`src/rtl/dpi_pkg.sv`:
```
// Functional notes
// - Controller holds reset low at least 200 us.
// - Clock enable low 10 ns before reset release.
// - Wait 500 us after reset before clock enable.
// - Clock stable max(10 ns, 5 periods) beforehand.
// - NOP registered before clock enable rises.
// - Clock enable stays high until init completes.
// - Termination off in reset until enable registered.
// - Termination control held static low during init.
// - Reset exit wait before first mode write.
// - Mode writes ordered two, three, one, zero.
// - Bank selects pick target mode word.
// - Long calibration, then wait lock and calibration.
// - Mode word zero field layout.
// - Mode word zero loads on all-low command.
// - Reserved bank bit and A13 driven zero.
// - Recovery cycles at least write recovery time.
// - Loop reset bit clears itself after action.
// - Powerdown loop mode selects slow or fast exit.
package dpi_pkg;

  // ----------------------------------------------------------------
  // Timing
  // ----------------------------------------------------------------
  function automatic int cdiv(input int n, input int d);
    return (n + d - 1) / d;
  endfunction : cdiv

  function automatic int imax(input int a, input int b);
    return (a > b) ? a : b;
  endfunction : imax

  localparam int CLK_PERIOD_NS   = 40;
  localparam int CK_DIV          = 2;   // System clocks per link clock
  localparam int CK_PERIOD_NS    = CLK_PERIOD_NS * CK_DIV;
  localparam int T_RESET_HOLD_US = 200;
  localparam int T_CKE_SETUP_NS  = 10;
  localparam int T_INIT_US       = 500;
  localparam int T_STABLE_NS     = 10;
  localparam int STABLE_PERIODS  = 5;
  localparam int T_SELF_EXIT_NS  = 170;
  localparam int T_WR_NS         = 15;
  localparam int RESET_HOLD_CK_DEF =
    cdiv(T_RESET_HOLD_US * 1000, CK_PERIOD_NS);
  localparam int CKE_SETUP_CK    =
    imax(cdiv(T_CKE_SETUP_NS, CK_PERIOD_NS), 1);
  localparam int STABLE_CK       =
    imax(cdiv(T_STABLE_NS, CK_PERIOD_NS), STABLE_PERIODS);
  localparam int INIT_WAIT_CK_DEF =
    imax(cdiv(T_INIT_US * 1000, CK_PERIOD_NS), STABLE_CK);
  localparam int EXIT_WAIT_CK    =
    imax(cdiv(T_SELF_EXIT_NS, CK_PERIOD_NS), STABLE_PERIODS);
  localparam int MODE_GAP_CK     = 4;
  localparam int LOCK_CK         = 512;
  localparam int CAL_INIT_CK     = 512;
  localparam int READY_WAIT_CK   = imax(LOCK_CK, CAL_INIT_CK);
  localparam int WR_MIN_CK       = cdiv(T_WR_NS, CK_PERIOD_NS);

  // ----------------------------------------------------------------
  // Link pins and commands ({chip sel, row, column, write}, low active)
  // ----------------------------------------------------------------
  localparam int ADDR_W = 14;
  localparam int BA_W   = 3;
  localparam logic [3:0] CMD_MODE = 4'h0;
  localparam logic [3:0] CMD_CAL  = 4'h6;
  localparam logic [3:0] CMD_NOP  = 4'h7;
  localparam logic [1:0] SEL_ZERO  = 2'h0;
  localparam logic [1:0] SEL_ONE   = 2'h1;
  localparam logic [1:0] SEL_TWO   = 2'h2;
  localparam logic [1:0] SEL_THREE = 2'h3;
  localparam logic [1:0] MODE_ORDER [4] =
    '{SEL_TWO, SEL_THREE, SEL_ONE, SEL_ZERO};

  // ----------------------------------------------------------------
  // Operating mode word fields
  // ----------------------------------------------------------------
  localparam int BURST_SIZE_LSB  = 0;
  localparam int LAT_LOW_BIT     = 2;
  localparam int BURST_ORDER_BIT = 3;
  localparam int LAT_LSB         = 4;
  localparam int TEST_BIT        = 7;
  localparam int LOOP_RESET_BIT  = 8;
  localparam int RECOV_LSB       = 9;
  localparam int CAL_LONG_BIT    = 10;
  localparam int PD_LOOP_BIT     = 12;
  localparam int RSVD_BIT        = 13;
  localparam int LOOP_ENABLE_BIT = 0;
  localparam logic [ADDR_W-1:0] MODE_WORD_RESET = 14'h0000;
  localparam logic [1:0] BURST_RSVD = 2'h3;

  // Latency code {A6,A5,A4,A2}; zero marks a reserved code
  function automatic logic [3:0] read_latency_ck(input logic [3:0] c);
    unique case (c)
      4'h4:    return 4'h6;
      4'h6:    return 4'h7;
      4'h8:    return 4'h8;
      4'hA:    return 4'h9;
      4'hC:    return 4'hA;
      default: return 4'h0;
    endcase
  endfunction : read_latency_ck

  // Recovery code; zero marks a reserved code
  function automatic logic [3:0] recovery_ck(input logic [2:0] c);
    unique case (c)
      3'h1:    return 4'h5;
      3'h2:    return 4'h6;
      3'h3:    return 4'h7;
      3'h4:    return 4'h8;
      3'h5:    return 4'hA;
      3'h6:    return 4'hC;
      default: return 4'h0;
    endcase
  endfunction : recovery_ck

endpackage : dpi_pkg

```
`src/rtl/dpi_link_if.sv`:
```
`timescale 1ns/10ps
// Command and control pins between controller and memory
interface dpi_link_if;
  import dpi_pkg::*;
  logic              ck;
  logic              reset_n;
  logic              cke;
  logic [3:0]        cmd_n;
  logic [BA_W-1:0]   ba;
  logic [ADDR_W-1:0] addr;
  logic              termination_control;

  modport ctrl (output ck, reset_n, cke, cmd_n, ba, addr,
                termination_control);
  modport dev  (input  ck, reset_n, cke, cmd_n, ba, addr,
                termination_control);
endinterface : dpi_link_if

```
`src/rtl/dpi_mem_ctrl.sv`:
```
`timescale 1ns/10ps
module dpi_mem_ctrl
  import dpi_pkg::*;
#(
  parameter int RESET_HOLD_CK = RESET_HOLD_CK_DEF,
  parameter int INIT_WAIT_CK  = INIT_WAIT_CK_DEF
) (
  input  wire logic              clk_i,
  input  wire logic              resetn_i,
  input  wire logic [ADDR_W-1:0] mode_two_i,
  input  wire logic [ADDR_W-1:0] mode_three_i,
  input  wire logic [ADDR_W-1:0] mode_one_i,
  input  wire logic [ADDR_W-1:0] mode_zero_i,
  output logic                   ready_o,
  dpi_link_if.ctrl               link
);

  // ----------------------------------------------------------------
  // Types and state
  // ----------------------------------------------------------------
  typedef enum logic [2:0] {
    ST_HOLD,
    ST_INIT,
    ST_EXIT,
    ST_MODE,
    ST_CAL,
    ST_LOCK,
    ST_READY
  } dpi_state_t;

  dpi_state_t        state;
  dpi_state_t        next_state;
  logic [15:0]       cnt;
  logic [15:0]       next_cnt;
  logic [1:0]        idx;
  logic [1:0]        next_idx;
  logic              ck_q;
  wire logic         step;
  wire logic         done;
  wire logic         mode_issue;
  wire logic         cal_issue;
  wire logic [1:0]   slot_sel;
  wire logic [ADDR_W-1:0] slot_word;

  // ----------------------------------------------------------------
  // Mode word preparation
  // ----------------------------------------------------------------
  // Pick the smallest recovery code that meets the write recovery
  // time when the requested code falls short or is reserved
  function automatic logic [2:0] fix_recovery(input logic [2:0] c);
    logic [2:0] best;
    best = c;
    if (int'(recovery_ck(c)) < WR_MIN_CK ||
        recovery_ck(c) == 4'h0) begin
      for (int k = 6; k >= 1; k--) begin
        if (int'(recovery_ck(3'(k))) >= WR_MIN_CK) begin
          best = 3'(k);
        end
      end
    end
    return best;
  endfunction : fix_recovery

  // Word zero always requests a loop reset, reserved bit cleared
  function automatic logic [ADDR_W-1:0] prep_zero(
    input logic [ADDR_W-1:0] w
  );
    logic [ADDR_W-1:0] r;
    r = w;
    r[RSVD_BIT]       = 1'b0;
    r[LOOP_RESET_BIT] = 1'b1;
    r[RECOV_LSB+2:RECOV_LSB] =
      fix_recovery(w[RECOV_LSB+2:RECOV_LSB]);
    return r;
  endfunction : prep_zero

  // ----------------------------------------------------------------
  // Link clock divider
  // ----------------------------------------------------------------
  // The link clock is a plain divide-by-two of clk_i, so all link
  // logic here stays in one domain and needs no crossing. It runs
  // from reset onward so it is long stable before clock enable.
  always_ff @(posedge clk_i or negedge resetn_i) begin
    if (!resetn_i) begin
      ck_q <= 1'b0;
    end else begin
      ck_q <= ~ck_q;
    end
  end

  assign link.ck = ck_q;

  // Pins change only as the link clock falls, giving the memory
  // half a link period of setup before its rising edge
  assign step = ck_q;
  assign done = (cnt == 16'h0000);

  // ----------------------------------------------------------------
  // Sequence selection
  // ----------------------------------------------------------------
  // Writes go out on entry to each mode slot, then a fixed gap
  assign mode_issue = ((state == ST_EXIT) && done)
                    || ((state == ST_MODE) && done && (idx != 2'h3));
  assign cal_issue  = (state == ST_MODE) && done && (idx == 2'h3);
  assign slot_sel   = MODE_ORDER[next_idx];

  // Word one always goes out with the loop enabled
  assign slot_word =
    (slot_sel == SEL_ZERO) ? prep_zero(mode_zero_i) :
    (slot_sel == SEL_ONE)  ? (mode_one_i
                              & ~(14'h0001 << LOOP_ENABLE_BIT)) :
    (slot_sel == SEL_TWO)  ? mode_two_i :
                             mode_three_i;

  // ----------------------------------------------------------------
  // Next state
  // ----------------------------------------------------------------
  always_comb begin
    next_state = state;
    next_idx   = idx;
    next_cnt   = done ? 16'h0000 : (cnt - 16'h0001);
    unique case (state)
      ST_HOLD: begin
        // Clock enable was low since reset, far beyond its setup
        if (done) begin
          next_state = ST_INIT;
          next_cnt   = 16'(INIT_WAIT_CK - 1);
        end
      end
      ST_INIT: begin
        if (done) begin
          next_state = ST_EXIT;
          next_cnt   = 16'(EXIT_WAIT_CK - 1);
        end
      end
      ST_EXIT: begin
        if (done) begin
          next_state = ST_MODE;
          next_idx   = 2'h0;
          next_cnt   = 16'(MODE_GAP_CK - 1);
        end
      end
      ST_MODE: begin
        if (done) begin
          if (idx == 2'h3) begin
            next_state = ST_CAL;
          end else begin
            next_idx = idx + 2'h1;
            next_cnt = 16'(MODE_GAP_CK - 1);
          end
        end
      end
      ST_CAL: begin
        next_state = ST_LOCK;
        next_cnt   = 16'(READY_WAIT_CK - 1);
      end
      ST_LOCK: begin
        if (done) begin
          next_state = ST_READY;
        end
      end
      ST_READY: begin
        next_cnt = 16'h0000;
      end
    endcase
  end

  // ----------------------------------------------------------------
  // Sequencer registers
  // ----------------------------------------------------------------
  always_ff @(posedge clk_i or negedge resetn_i) begin
    if (!resetn_i) begin
      state <= ST_HOLD;
      cnt   <= 16'(RESET_HOLD_CK - 1);
      idx   <= 2'h0;
    end else if (step) begin
      state <= next_state;
      cnt   <= next_cnt;
      idx   <= next_idx;
    end
  end

  // ----------------------------------------------------------------
  // Pin drivers
  // ----------------------------------------------------------------
  // Reset, clock enable and ready follow the next state so
  // that they flip on the same falling edge as the state itself
  always_ff @(posedge clk_i or negedge resetn_i) begin
    if (!resetn_i) begin
      link.reset_n             <= 1'b0;
      link.cke                 <= 1'b0;
      link.termination_control <= 1'b0;
      ready_o                  <= 1'b0;
    end else if (step) begin
      link.reset_n <= (next_state != ST_HOLD);
      // Once raised, enable stays high through lock and calibration
      link.cke     <= (next_state != ST_HOLD)
                   && (next_state != ST_INIT);
      // Held low so nominal termination may be enabled later
      link.termination_control <= 1'b0;
      ready_o      <= (next_state == ST_READY);
    end
  end

  // A NOP sits on the pins from reset, so it is registered well
  // before clock enable rises; only writes and calibration differ
  always_ff @(posedge clk_i or negedge resetn_i) begin
    if (!resetn_i) begin
      link.cmd_n <= CMD_NOP;
      link.ba    <= 3'h0;
      link.addr  <= 14'h0000;
    end else if (step) begin
      if (mode_issue) begin
        link.cmd_n <= CMD_MODE;
        link.ba    <= {1'b0, slot_sel};
        link.addr  <= slot_word;
      end else if (cal_issue) begin
        link.cmd_n <= CMD_CAL;
        link.ba    <= 3'h0;
        link.addr  <= 14'h0001 << CAL_LONG_BIT;
      end else begin
        link.cmd_n <= CMD_NOP;
        link.ba    <= 3'h0;
        link.addr  <= 14'h0000;
      end
    end
  end

endmodule : dpi_mem_ctrl

```
`src/flat_wrapper.sv`:
```
// flat-port wrapper written by rule: the top's interface ports become plain ports
module dpi_mem_ctrl_flat import dpi_pkg::*;
#(
  parameter int RESET_HOLD_CK = RESET_HOLD_CK_DEF,
  parameter int INIT_WAIT_CK  = INIT_WAIT_CK_DEF
)
  (clk_i, resetn_i, mode_two_i, mode_three_i, mode_one_i, mode_zero_i, ready_o, link_ck, link_reset_n, link_cke, link_cmd_n, link_ba, link_addr, link_termination_control);
  dpi_link_if link_i ();
  input  wire logic clk_i;
  input  wire logic resetn_i;
  input  wire logic [ADDR_W-1:0] mode_two_i;
  input  wire logic [ADDR_W-1:0] mode_three_i;
  input  wire logic [ADDR_W-1:0] mode_one_i;
  input  wire logic [ADDR_W-1:0] mode_zero_i;
  output logic ready_o;
  output wire logic [$bits(link_i.ck)-1:0] link_ck;
  output wire logic [$bits(link_i.reset_n)-1:0] link_reset_n;
  output wire logic [$bits(link_i.cke)-1:0] link_cke;
  output wire logic [$bits(link_i.cmd_n)-1:0] link_cmd_n;
  output wire logic [$bits(link_i.ba)-1:0] link_ba;
  output wire logic [$bits(link_i.addr)-1:0] link_addr;
  output wire logic [$bits(link_i.termination_control)-1:0] link_termination_control;
  assign link_ck = link_i.ck;
  assign link_reset_n = link_i.reset_n;
  assign link_cke = link_i.cke;
  assign link_cmd_n = link_i.cmd_n;
  assign link_ba = link_i.ba;
  assign link_addr = link_i.addr;
  assign link_termination_control = link_i.termination_control;
  dpi_mem_ctrl #(.RESET_HOLD_CK(RESET_HOLD_CK), .INIT_WAIT_CK(INIT_WAIT_CK)) u_core (.clk_i(clk_i), .resetn_i(resetn_i), .mode_two_i(mode_two_i), .mode_three_i(mode_three_i), .mode_one_i(mode_one_i), .mode_zero_i(mode_zero_i), .ready_o(ready_o), .link(link_i));
endmodule
```
`config.mk`:
```
export PLATFORM = sky130hd
export DESIGN_NAME = dpi_mem_ctrl_flat
export DESIGN_NICKNAME = d
export VERILOG_FILES = /design/src/rtl/dpi_pkg.sv /design/src/rtl/dpi_link_if.sv /design/src/rtl/dpi_mem_ctrl.sv /design/src/flat_wrapper.sv
export SDC_FILE = /design/constraint.sdc
export NUM_CORES = 1
export LEC_CHECK = 0
export ABC_CLOCK_PERIOD_IN_PS = 8550
export BUFFER_PORTS_ARGS = -buffer_cell sky130_fd_sc_hd__clkbuf_2
export CAP_MARGIN = 20
export CORE_AREA = 8 8 79 81
export CTS_BUF_LIST = sky130_fd_sc_hd__clkbuf_16
export DETAILED_ROUTE_END_ITERATION = 10
export DIE_AREA = 0 0 87 89
export PLACE_DENSITY = 0.95
export RECOVER_POWER = 25
export SYNTH_ARGS = -nofsm -noshare
export SYNTH_HDL_FRONTEND = slang
export SYNTH_SLANG_ARGS = --single-unit
```
`constraint.sdc`:
```
create_clock -name clk_i -period 8.55 [get_ports clk_i]
set_clock_uncertainty 0.05 [all_clocks]
set_input_delay 0.4275 -clock clk_i [delete_from_list [all_inputs] [get_ports clk_i]]
set_output_delay 0.4275 -clock clk_i [all_outputs]
set_load 0.02 [all_outputs]
```
==> results.rst, run 1 <==
.. list-table::
   :header-rows: 1

   * - Metric
     - Value
   * - Path category of the worst min-delay check
     - in -> reg
   * - Register Area
     - 0.00109 mm2
   * - Destination of the worst register-to-register timing path
     - u_core.link.addr[11]
   * - Residual antenna-violating net count after detailed routing
     - 0
   * - Final setup violation count
     - 0
   * - Proportion of layout cells with a drive suffix above 1
     - 0.293
   * - Share of flip-flops with an asynchronous set or reset after synthesis
     - 1.00
   * - Met3 routed wirelength
     - 540 um
   * - I/O Pins
     - 84
   * - Start of the worst register-to-register path
     - u_core.cnt[1]
   * - Crit path time final
     - 4340 ps
   * - Max transition margin
     - -0.152
   * - Post-synth cell types
     - 53
   * - Worst endpoint required time
     - 8660 ps
   * - Library cell used as clock root buffer
     - clkbuf_16
   * - Clock buffer count from CTS
     - 5
   * - Synth area leaders
     - dfrtp_1 (32%), mux2i_1 (8.1%), dfstp_2 (7.7%)
   * - Via count of the first global-routing pass
     - 2,446
   * - Slew at the pin with the worst max-slew slack
     - 1730 ps
   * - Post-Synthesis Cells
     - 301
   * - Met2 Routed Length
     - 3.81 mm
   * - Mean area per synthesized cell
     - 9.08 um2
   * - Worst Path Max Fanout
     - 14
   * - Top layer in use
     - met4
   * - Final number of max-transition violations
     - 33
   * - DRC errors left
     - 0
   * - Post-layout utilization of the core
     - 0.659
   * - Max frequency
     - 231 MHz
   * - Launching element type of the critical path
     - flip-flop
   * - Number of vias per cell
     - 5.99
   * - Clock latency on the worst-skew pair
     - 280 ps
   * - Number of sinks driven by the clock tree
     - 43
   * - 1st-iter DRT viols
     - 354
   * - Final-layout setup total negative slack
     - 0 ps
   * - Std-Cell Rows
     - 26
   * - Area of the multi-input gates
     - 0.00150 mm2
   * - Number of cells on the worst reg-to-reg path
     - 13
   * - Internal reg-to-reg setup slack
     - 4210 ps
   * - Post-DP HPWL
     - 5.21 mm
   * - Pin count of the biggest net entering global routing
     - 44
   * - Crit path capture type
     - flip-flop
   * - Final WL
     - 7.26 mm
   * - Setup Fix Bufs, Post-CTS
     - 0
   * - Cell type contributing the most total cell area after synthesis
     - dfrtp_1
   * - Buffer depth of the longest clock path
     - 2
   * - Number of buffers inserted by port buffering
     - 77
   * - Post-Synthesis Cell Area
     - 0.00273 mm2
   * - Setup repair after global routing missed its margin
     - false
   * - Area of the die
     - 0.00774 mm2
   * - Result of the run
     - finished, violations left
   * - Violated checks
     - capacitance limit, slew limit
   * - Classification of the worst setup path
     - reg -> reg
   * - GRT overflow
     - 0
   * - Worst Setup Slack post-DPL
     - 4230 ps
   * - Sequential fraction of the synthesis area
     - 0.397
   * - Number of instances on the worst hold path
     - 3
   * - Most numerous cell types in the synthesized netlist
     - dfrtp_1 (35), o21ai_0 (30), nor2_1 (29)
   * - Hold wc startpoint
     - mode_zero_i[6]
   * - Drt wl/cell
     - 16.8 um
   * - Growth of design area from synthesis to finish
     - 20.0%
   * - Max capacitance violation total
     - 1
   * - Share of the clock period used by the worst path
     - 0.507
   * - Horizontal die dimension
     - 87 um
   * - Hold EP
     - u_core.link.addr[6]
   * - H-Tree Depth
     - 2
   * - Post-Route M1 WL
     - 2.81 mm
   * - Final worst setup slack
     - 4210 ps
   * - Effective utilization at floorplan
     - 0.549
   * - Portion of synthesized cell area occupied by the leading cell type
     - 0.320
   * - Detailed-route via count
     - 2,588
   * - Final hold violation count
     - 0
   * - Layout Nets
     - 424
   * - Count of TritonRoute iterations in the first routing pass
     - 5
   * - Number of antenna diodes
     - 0
   * - Number of synthesized flops with an enable pin
     - 0
   * - Dominant register cell in the synthesized netlist
     - dfrtp_1
   * - Leak pwr
     - 1.55 nW
   * - CTS tree
     - done
   * - Overall routing resource usage
     - 0.187
   * - Global placement routability congestion
     - 0.879
   * - Clk pin slew, worst setup/hold paths
     - 60 ps
   * - Global-route wire length before repair
     - 11.6 mm
   * - Largest voltage drop on the vdd net
     - 0.0965 mV
   * - Fill count
     - 394
   * - Die height
     - 89 um
   * - Power Density
     - 143 mW/mm2
   * - Initial antenna violation count
     - 0
   * - Worst Path Arrival
     - 4450 ps
   * - FF+latch count, synth
     - 43
   * - Warning count from the yosys run
     - 0
   * - Most frequent cell after synthesis
     - dfrtp_1
   * - Core area
     - 0.00498 mm2
worst max path at each step:
stage,endpoint,depth (start not counted),start,slack [ps]
after floorplan,u_core.link.addr[9],16,u_core.cnt[1],4750
after global placement,u_core.link.addr[11],13,u_core.cnt[1],4530
after detailed placement,u_core.link.addr[11],13,u_core.cnt[1],4230
after CTS,u_core.link.addr[11],13,u_core.cnt[1],4240
after global routing,u_core.link.addr[11],13,u_core.cnt[0],3910
final,u_core.link.addr[11],13,u_core.cnt[1],4210
kinds of logic after synthesis:
kind of cell               after synthesis  synth area share
AOI/OAI and AO/OA                       90             0.226
muxes                                   25            0.0929
other                                    1           0.00137
buffers and inverters                   32            0.0554
adders and majority gates                5            0.0229
xor gates and xnor gates                 1           0.00320
and+or+nand+nor                        104             0.201
DFF                                     43             0.397
power breakdown:
part | internal, mW | switching [mW]
combinational | 0.0125 | 0.0120
sequential | 0.204 | 0
clock | 0.166 | 0.0761
total | 0.382 | 0.0881
layer usage:
layer,track usage,up-vias
li1,-,1215
met1,0.217,1241
met2,0.316,121
met3,0.0634,11
met4,0.0642,0
met5,0,-
layout make-up:
class,instances,share of cell area
flip-flops and latches,43,0.331
clock buffers,5,0.0382
multi-input cells,228,0.459
clock inverters,3,0.0195
inverters,4,0.00458
repair buffers,79,0.121
well taps,70,0.0267
cells in the final DEF (no fill, tap or decap), types with 2 or more instances in the layout:
master and instances:
clkbuf_1 2, mux2i_1 22, dfrtp_1 35, a21oi_1 11, conb_1 3, a211oi_1 4, nand2b_1 6, a21o_1 2
or2_2 3, o21a_1 2, nor2_1 29, o21ai_0 30, o211ai_1 2, dfstp_2 8, a22o_1 2, nor2b_1 4
a31oi_1 7, mux2_2 3, nor3_1 10, bufinv_16 2, or4_4 2, o2bb2ai_1 17, a32o_1 2, ha_1 5
clkbuf_2 76, nor3b_1 6, nand2_1 26, nor4_1 4, or4_1 2, a211o_1 2, o41ai_1 3, inv_1 5
clkbuf_16 5
repair_timing:
| action | 4_1_cts | 5_1_grt |
|---|---|---|
| endpoints found under the hold margin | 0 | 2 |
| hold buffers | 0 | 1 |
| gates resized for setup | 0 | 0 |
| endpoints found under the setup margin | 0 | 0 |
flip-flops by register name, summed over array words and instances (netlist names):
name and count:
u_core.cnt 16, u_core.link.addr 14, u_core.state 3, u_core.idx 2, u_core.link.ba 2, u_core.link.cmd_n 2, u_core.link.ck 1, u_core.link.cke 1
u_core.link.reset_n 1, u_core.ready_o 1
stage by stage:
stage | cells | hold WS, ps | area [um2] | total power [mW]
after CTS | 430 | 321 | 3270 | 0.472
final | 432 | 364 | 3280 | 0.471
after floorplan | 303 | 81.9 | 2740 | 0.215
after detailed placement | 422 | 424 | 3080 | 0.232
after global placement | 422 | 420 | 3080 | 0.231
after global routing | 432 | 373 | 3280 | 0.487
worst max-delay path: stages (launching register included):
cell       delay, ps
dfstp_2          370
inv_1            110
ha_1             170
or4b_1           570
or4_4            590
or2_0            370
nand2_1          170
o21a_1           170
ha_1             700
mux2_2           420
mux2i_1          170
nor2_1            60
a31oi_1          200
o2bb2ai_1         80
(Power assumes the default switching activity.)
==> inputs of run 2 (changes only) <==
Settings changed: ABC_CLOCK_PERIOD_IN_PS 8550 to 4230, CORE_AREA 8 8 79 81 to 8 8 82 84, DIE_AREA 0 0 87 89 to 0 0 90 92, PLACE_DENSITY 0.95 to 0.89.
Clock period 8.55 ns to 4.23 ns, I/O delays scaled along.
==> run 2 against run 1 <==
Against the previous run: the run now ends clean; design area decreased by 0.27%; count of clock-buffer cells in the layout unchanged; first-iteration DRC count decreased by 46%; combinational power increased by 110%; via count decreased by 1.2%.
==> results.rst, run 2 (synthesis gave the netlist of run 1 again) <==
.. list-table::
   :header-rows: 1

   * - Metric
     - Value
   * - Result of the run
     - finished clean
   * - Setup repair after global routing missed its margin
     - false
   * - Total power draw
     - 0.833 mW (+77%)
   * - Initial antenna violation count
     - 0 (unchanged)
   * - Worst hold slack across all endpoints
     - 168 ps (-196 ps)
   * - Classification of the worst setup path
     - reg -> reg
   * - Std-Cell Rows
     - 27 (+3.8%)
   * - Number of antenna diodes
     - 0 (unchanged)
   * - Number of sinks driven by the clock tree
     - 43 (unchanged)
   * - Met1 Track Usage GR
     - 0.200 (-0.0170)
   * - Final setup violation count
     - 0 (unchanged)
   * - Max transition margin
     - 0.141 (+0.292)
   * - Met3 routing resource usage after global routing
     - 0.0334 (-0.0300)
   * - Global-route track usage on met2
     - 0.315 (-0.00103)
   * - Layout Nets
     - 429 (+1.2%)
   * - Residual antenna-violating net count after detailed routing
     - 0 (unchanged)
   * - Cell Count Post-Placement
     - 429 (+1.7%)
   * - Start of the worst register-to-register path
     - u_core.cnt[1]
   * - Largest voltage drop on the vdd net
     - 0.137 mV (+42%)
   * - Setup Fix Bufs, Post-CTS
     - 0 (unchanged)
   * - Final worst setup slack
     - 338 ps (-3880 ps)
   * - I/O Pins
     - 84 (unchanged)
   * - Master of the slowest instance on the critical path
     - or4_4
   * - Final-layout setup total negative slack
     - 0 ps (unchanged)
   * - Maximum cell stage delay along the critical path
     - 600 ps (-100 ps)
   * - Number of vias per cell
     - 5.83 (-2.7%)
   * - 1st-iter DRT viols
     - 192 (-46%)
   * - Max FFs per register
     - 16 (unchanged)
   * - Commonest non-fill, non-tap cell in the layout
     - clkbuf_2
   * - Layer carrying the most global-route usage
     - met2
   * - Effective utilization at floorplan
     - 0.506 (-0.0435)
   * - Launching element type of the critical path
     - flip-flop
   * - Horizontal die dimension
     - 90 um (+3.4%)
   * - DRC errors left
     - 0 (unchanged)
   * - Library cell used as clock root buffer
     - clkbuf_16
   * - Clock latency on the worst-skew pair
     - 290 ps (about the same)
   * - Buffer depth of the longest clock path
     - 2 (unchanged)
   * - Detailed-route via count
     - 2,558 (-1.2%)
   * - Number of buffers inserted by port buffering
     - 77 (unchanged)
   * - CP dominant cell by count
     - ha_1
   * - Path category of the worst min-delay check
     - in -> reg
   * - WP depth
     - 13 (unchanged)
   * - Area after DPL
     - 0.00312 mm2 (+1.3%)
   * - Highest-count cells in the layout ignoring fill and taps
     - clkbuf_2 (75), dfrtp_1 (35), o21ai_0 (30), nor2_1 (29), nand2_1 (26)
   * - Global placement routability congestion
     - 0.835 (-5.0%)
   * - Leak pwr
     - 1.54 nW (-0.19%)
   * - Crit path capture type
     - flip-flop
   * - Pin count of the biggest net entering global routing
     - 44 (unchanged)
   * - Slew at the pin with the worst max-slew slack
     - 1290 ps (-439 ps)
   * - Fill count
     - 470 (+19%)
   * - Count of non-filler cells in the finished layout
     - 439 (+1.6%)
   * - Post-DP HPWL
     - 5.43 mm (+4.4%)
   * - Post-cts resize count
     - 0 (unchanged)
   * - Die height
     - 92 um (+3.4%)
   * - Final WL
     - 7.52 mm (+3.6%)
   * - Growth of design area from synthesis to finish
     - 19.6%
   * - Crit path time final
     - 3890 ps (-444 ps)
   * - GRT overflow
     - 0 (unchanged)
   * - CTS tree
     - done
   * - Via count of the first global-routing pass
     - 2,500 (+2.2%)
   * - Clock buffer count from CTS
     - 5 (unchanged)
   * - Number of cells on the worst reg-to-reg path
     - 13 (unchanged)
   * - Drt wl/cell
     - 17.1 um (+1.9%)
   * - Number of instances on the worst hold path
     - 3 (unchanged)
   * - Max capacitance violation total
     - 0 (-1)
   * - Critical path's top delay family
     - simple AND/OR/NAND/NOR gates
   * - Register with the highest flop count
     - u_core.cnt
   * - Hold EP
     - u_core.link.addr[6]
   * - Worst endpoint required time
     - 4340 ps (-4320 ps)
   * - Power Density
     - 255 mW/mm2 (+78%)
   * - Worst Setup Slack post-DPL
     - 403 ps (-3830 ps)
   * - Biggest registers after layout
     - u_core.cnt: 16 flops, u_core.link.addr: 14 flops, u_core.state: 3 flops
   * - Proportion of layout cells with a drive suffix above 1
     - 0.300 (+0.00691)
   * - Max frequency
     - 257 MHz (+11%)
   * - Clk pin slew, worst setup/hold paths
     - 60 ps (about the same)
   * - Post-layout utilization of the core
     - 0.605 (-0.0538)
   * - Core area
     - 0.00541 mm2 (+8.6%)
   * - Overall routing resource usage
     - 0.175 (-0.0115)
   * - Global-route wire length before repair
     - 12.1 mm (+4.4%)
   * - Count of TritonRoute iterations in the first routing pass
     - 6 (+1)
   * - Hold wc startpoint
     - mode_zero_i[6]
   * - Internal reg-to-reg setup slack
     - 340 ps (-3880 ps)
   * - Final hold violation count
     - 0 (unchanged)
   * - Worst Path Arrival
     - 4010 ps (-440 ps)
   * - Final number of max-transition violations
     - 0 (-100%)
   * - Final Cell Area
     - 0.00327 mm2 (-0.27%)
   * - Destination of the worst register-to-register timing path
     - u_core.link.addr[11]
   * - Share of the clock period used by the worst path
     - 0.920 (+0.413)
   * - Worst path buffer plus inverter count
     - 1 (unchanged)
   * - Worst Path Max Fanout
     - 8 (-6)
   * - Crit path cell chain
     - inv_1 -> ha_1 -> or4b_1 -> or4_4 -> or2_0 -> nand2_1 -> o21a_1 -> ha_1 -> mux2_2 -> mux2i_1 -> nor2_1 -> a31oi_1 -> o2bb2ai_1
   * - H-Tree Depth
     - 2 (unchanged)
   * - Area of the die
     - 0.00828 mm2 (+6.9%)
[run 2: cell types whose count changed in the layout (fill, tap and decap cells not counted)]
| cell | change |
|---|---|
| buf_4 | +5 |
| bufinv_16 | -2 |
| clkbuf_1 | +1 |
| clkbuf_2 | -1 |
| clkinv_2 | +1 |
| clkinvlp_4 | +1 |
[run 2: report_power, final]
| group | internal [mW] | total (mW) | switching, mW |
|---|---|---|---|
| Clock | 0.215 | 0.371 | 0.156 |
| Combinational | 0.0254 | 0.0507 | 0.0253 |
| Sequential | 0.412 | 0.412 | 0 |
| Total | 0.652 | 0.833 | 0.181 |
[run 2: repair_timing]
action / in CTS / in global routing
hold buffers: 0 / 1
hold endpoints to repair: 0 / 17
setup endpoints to repair: 0 / 0
[run 2: metal layers]
layer  wire length [um]  vias to the layer above
met5                  0                        -
met3                311                       16
met2               4030                       75
li1                   -                     1221
met4                155                        0
met1               3020                     1246
[run 2: worst max path at each step]
stage                       start                   end
floorplan           u_core.cnt[1]   u_core.link.addr[9]
global placement    u_core.cnt[1]  u_core.link.addr[11]
detailed placement  u_core.cnt[1]  u_core.link.addr[11]
CTS                 u_core.cnt[0]  u_core.link.addr[11]
global route        u_core.cnt[1]  u_core.link.addr[11]
finish              u_core.cnt[1]  u_core.link.addr[11]
[run 2: worst reg2reg max path, delay by kind of cell, from the launching register on]
kind            cells  cell delay, ps
buf+inv             1             110
compound gates      3             420
flops               1             370
mux                 2             550
fa+ha+maj           2             540
simple gates        5            1730
[run 2: cell type report]
type,instances,area [um2],share of cell area
clock inverters,3,16.3,0.00497
well taps,72,90.1,0.0275
flip-flops and latches,43,1090,0.332
clock buffers,5,125,0.0383
repair buffers,84,434,0.133
inverters,4,15.0,0.00459
multi-input cells,228,1500,0.460
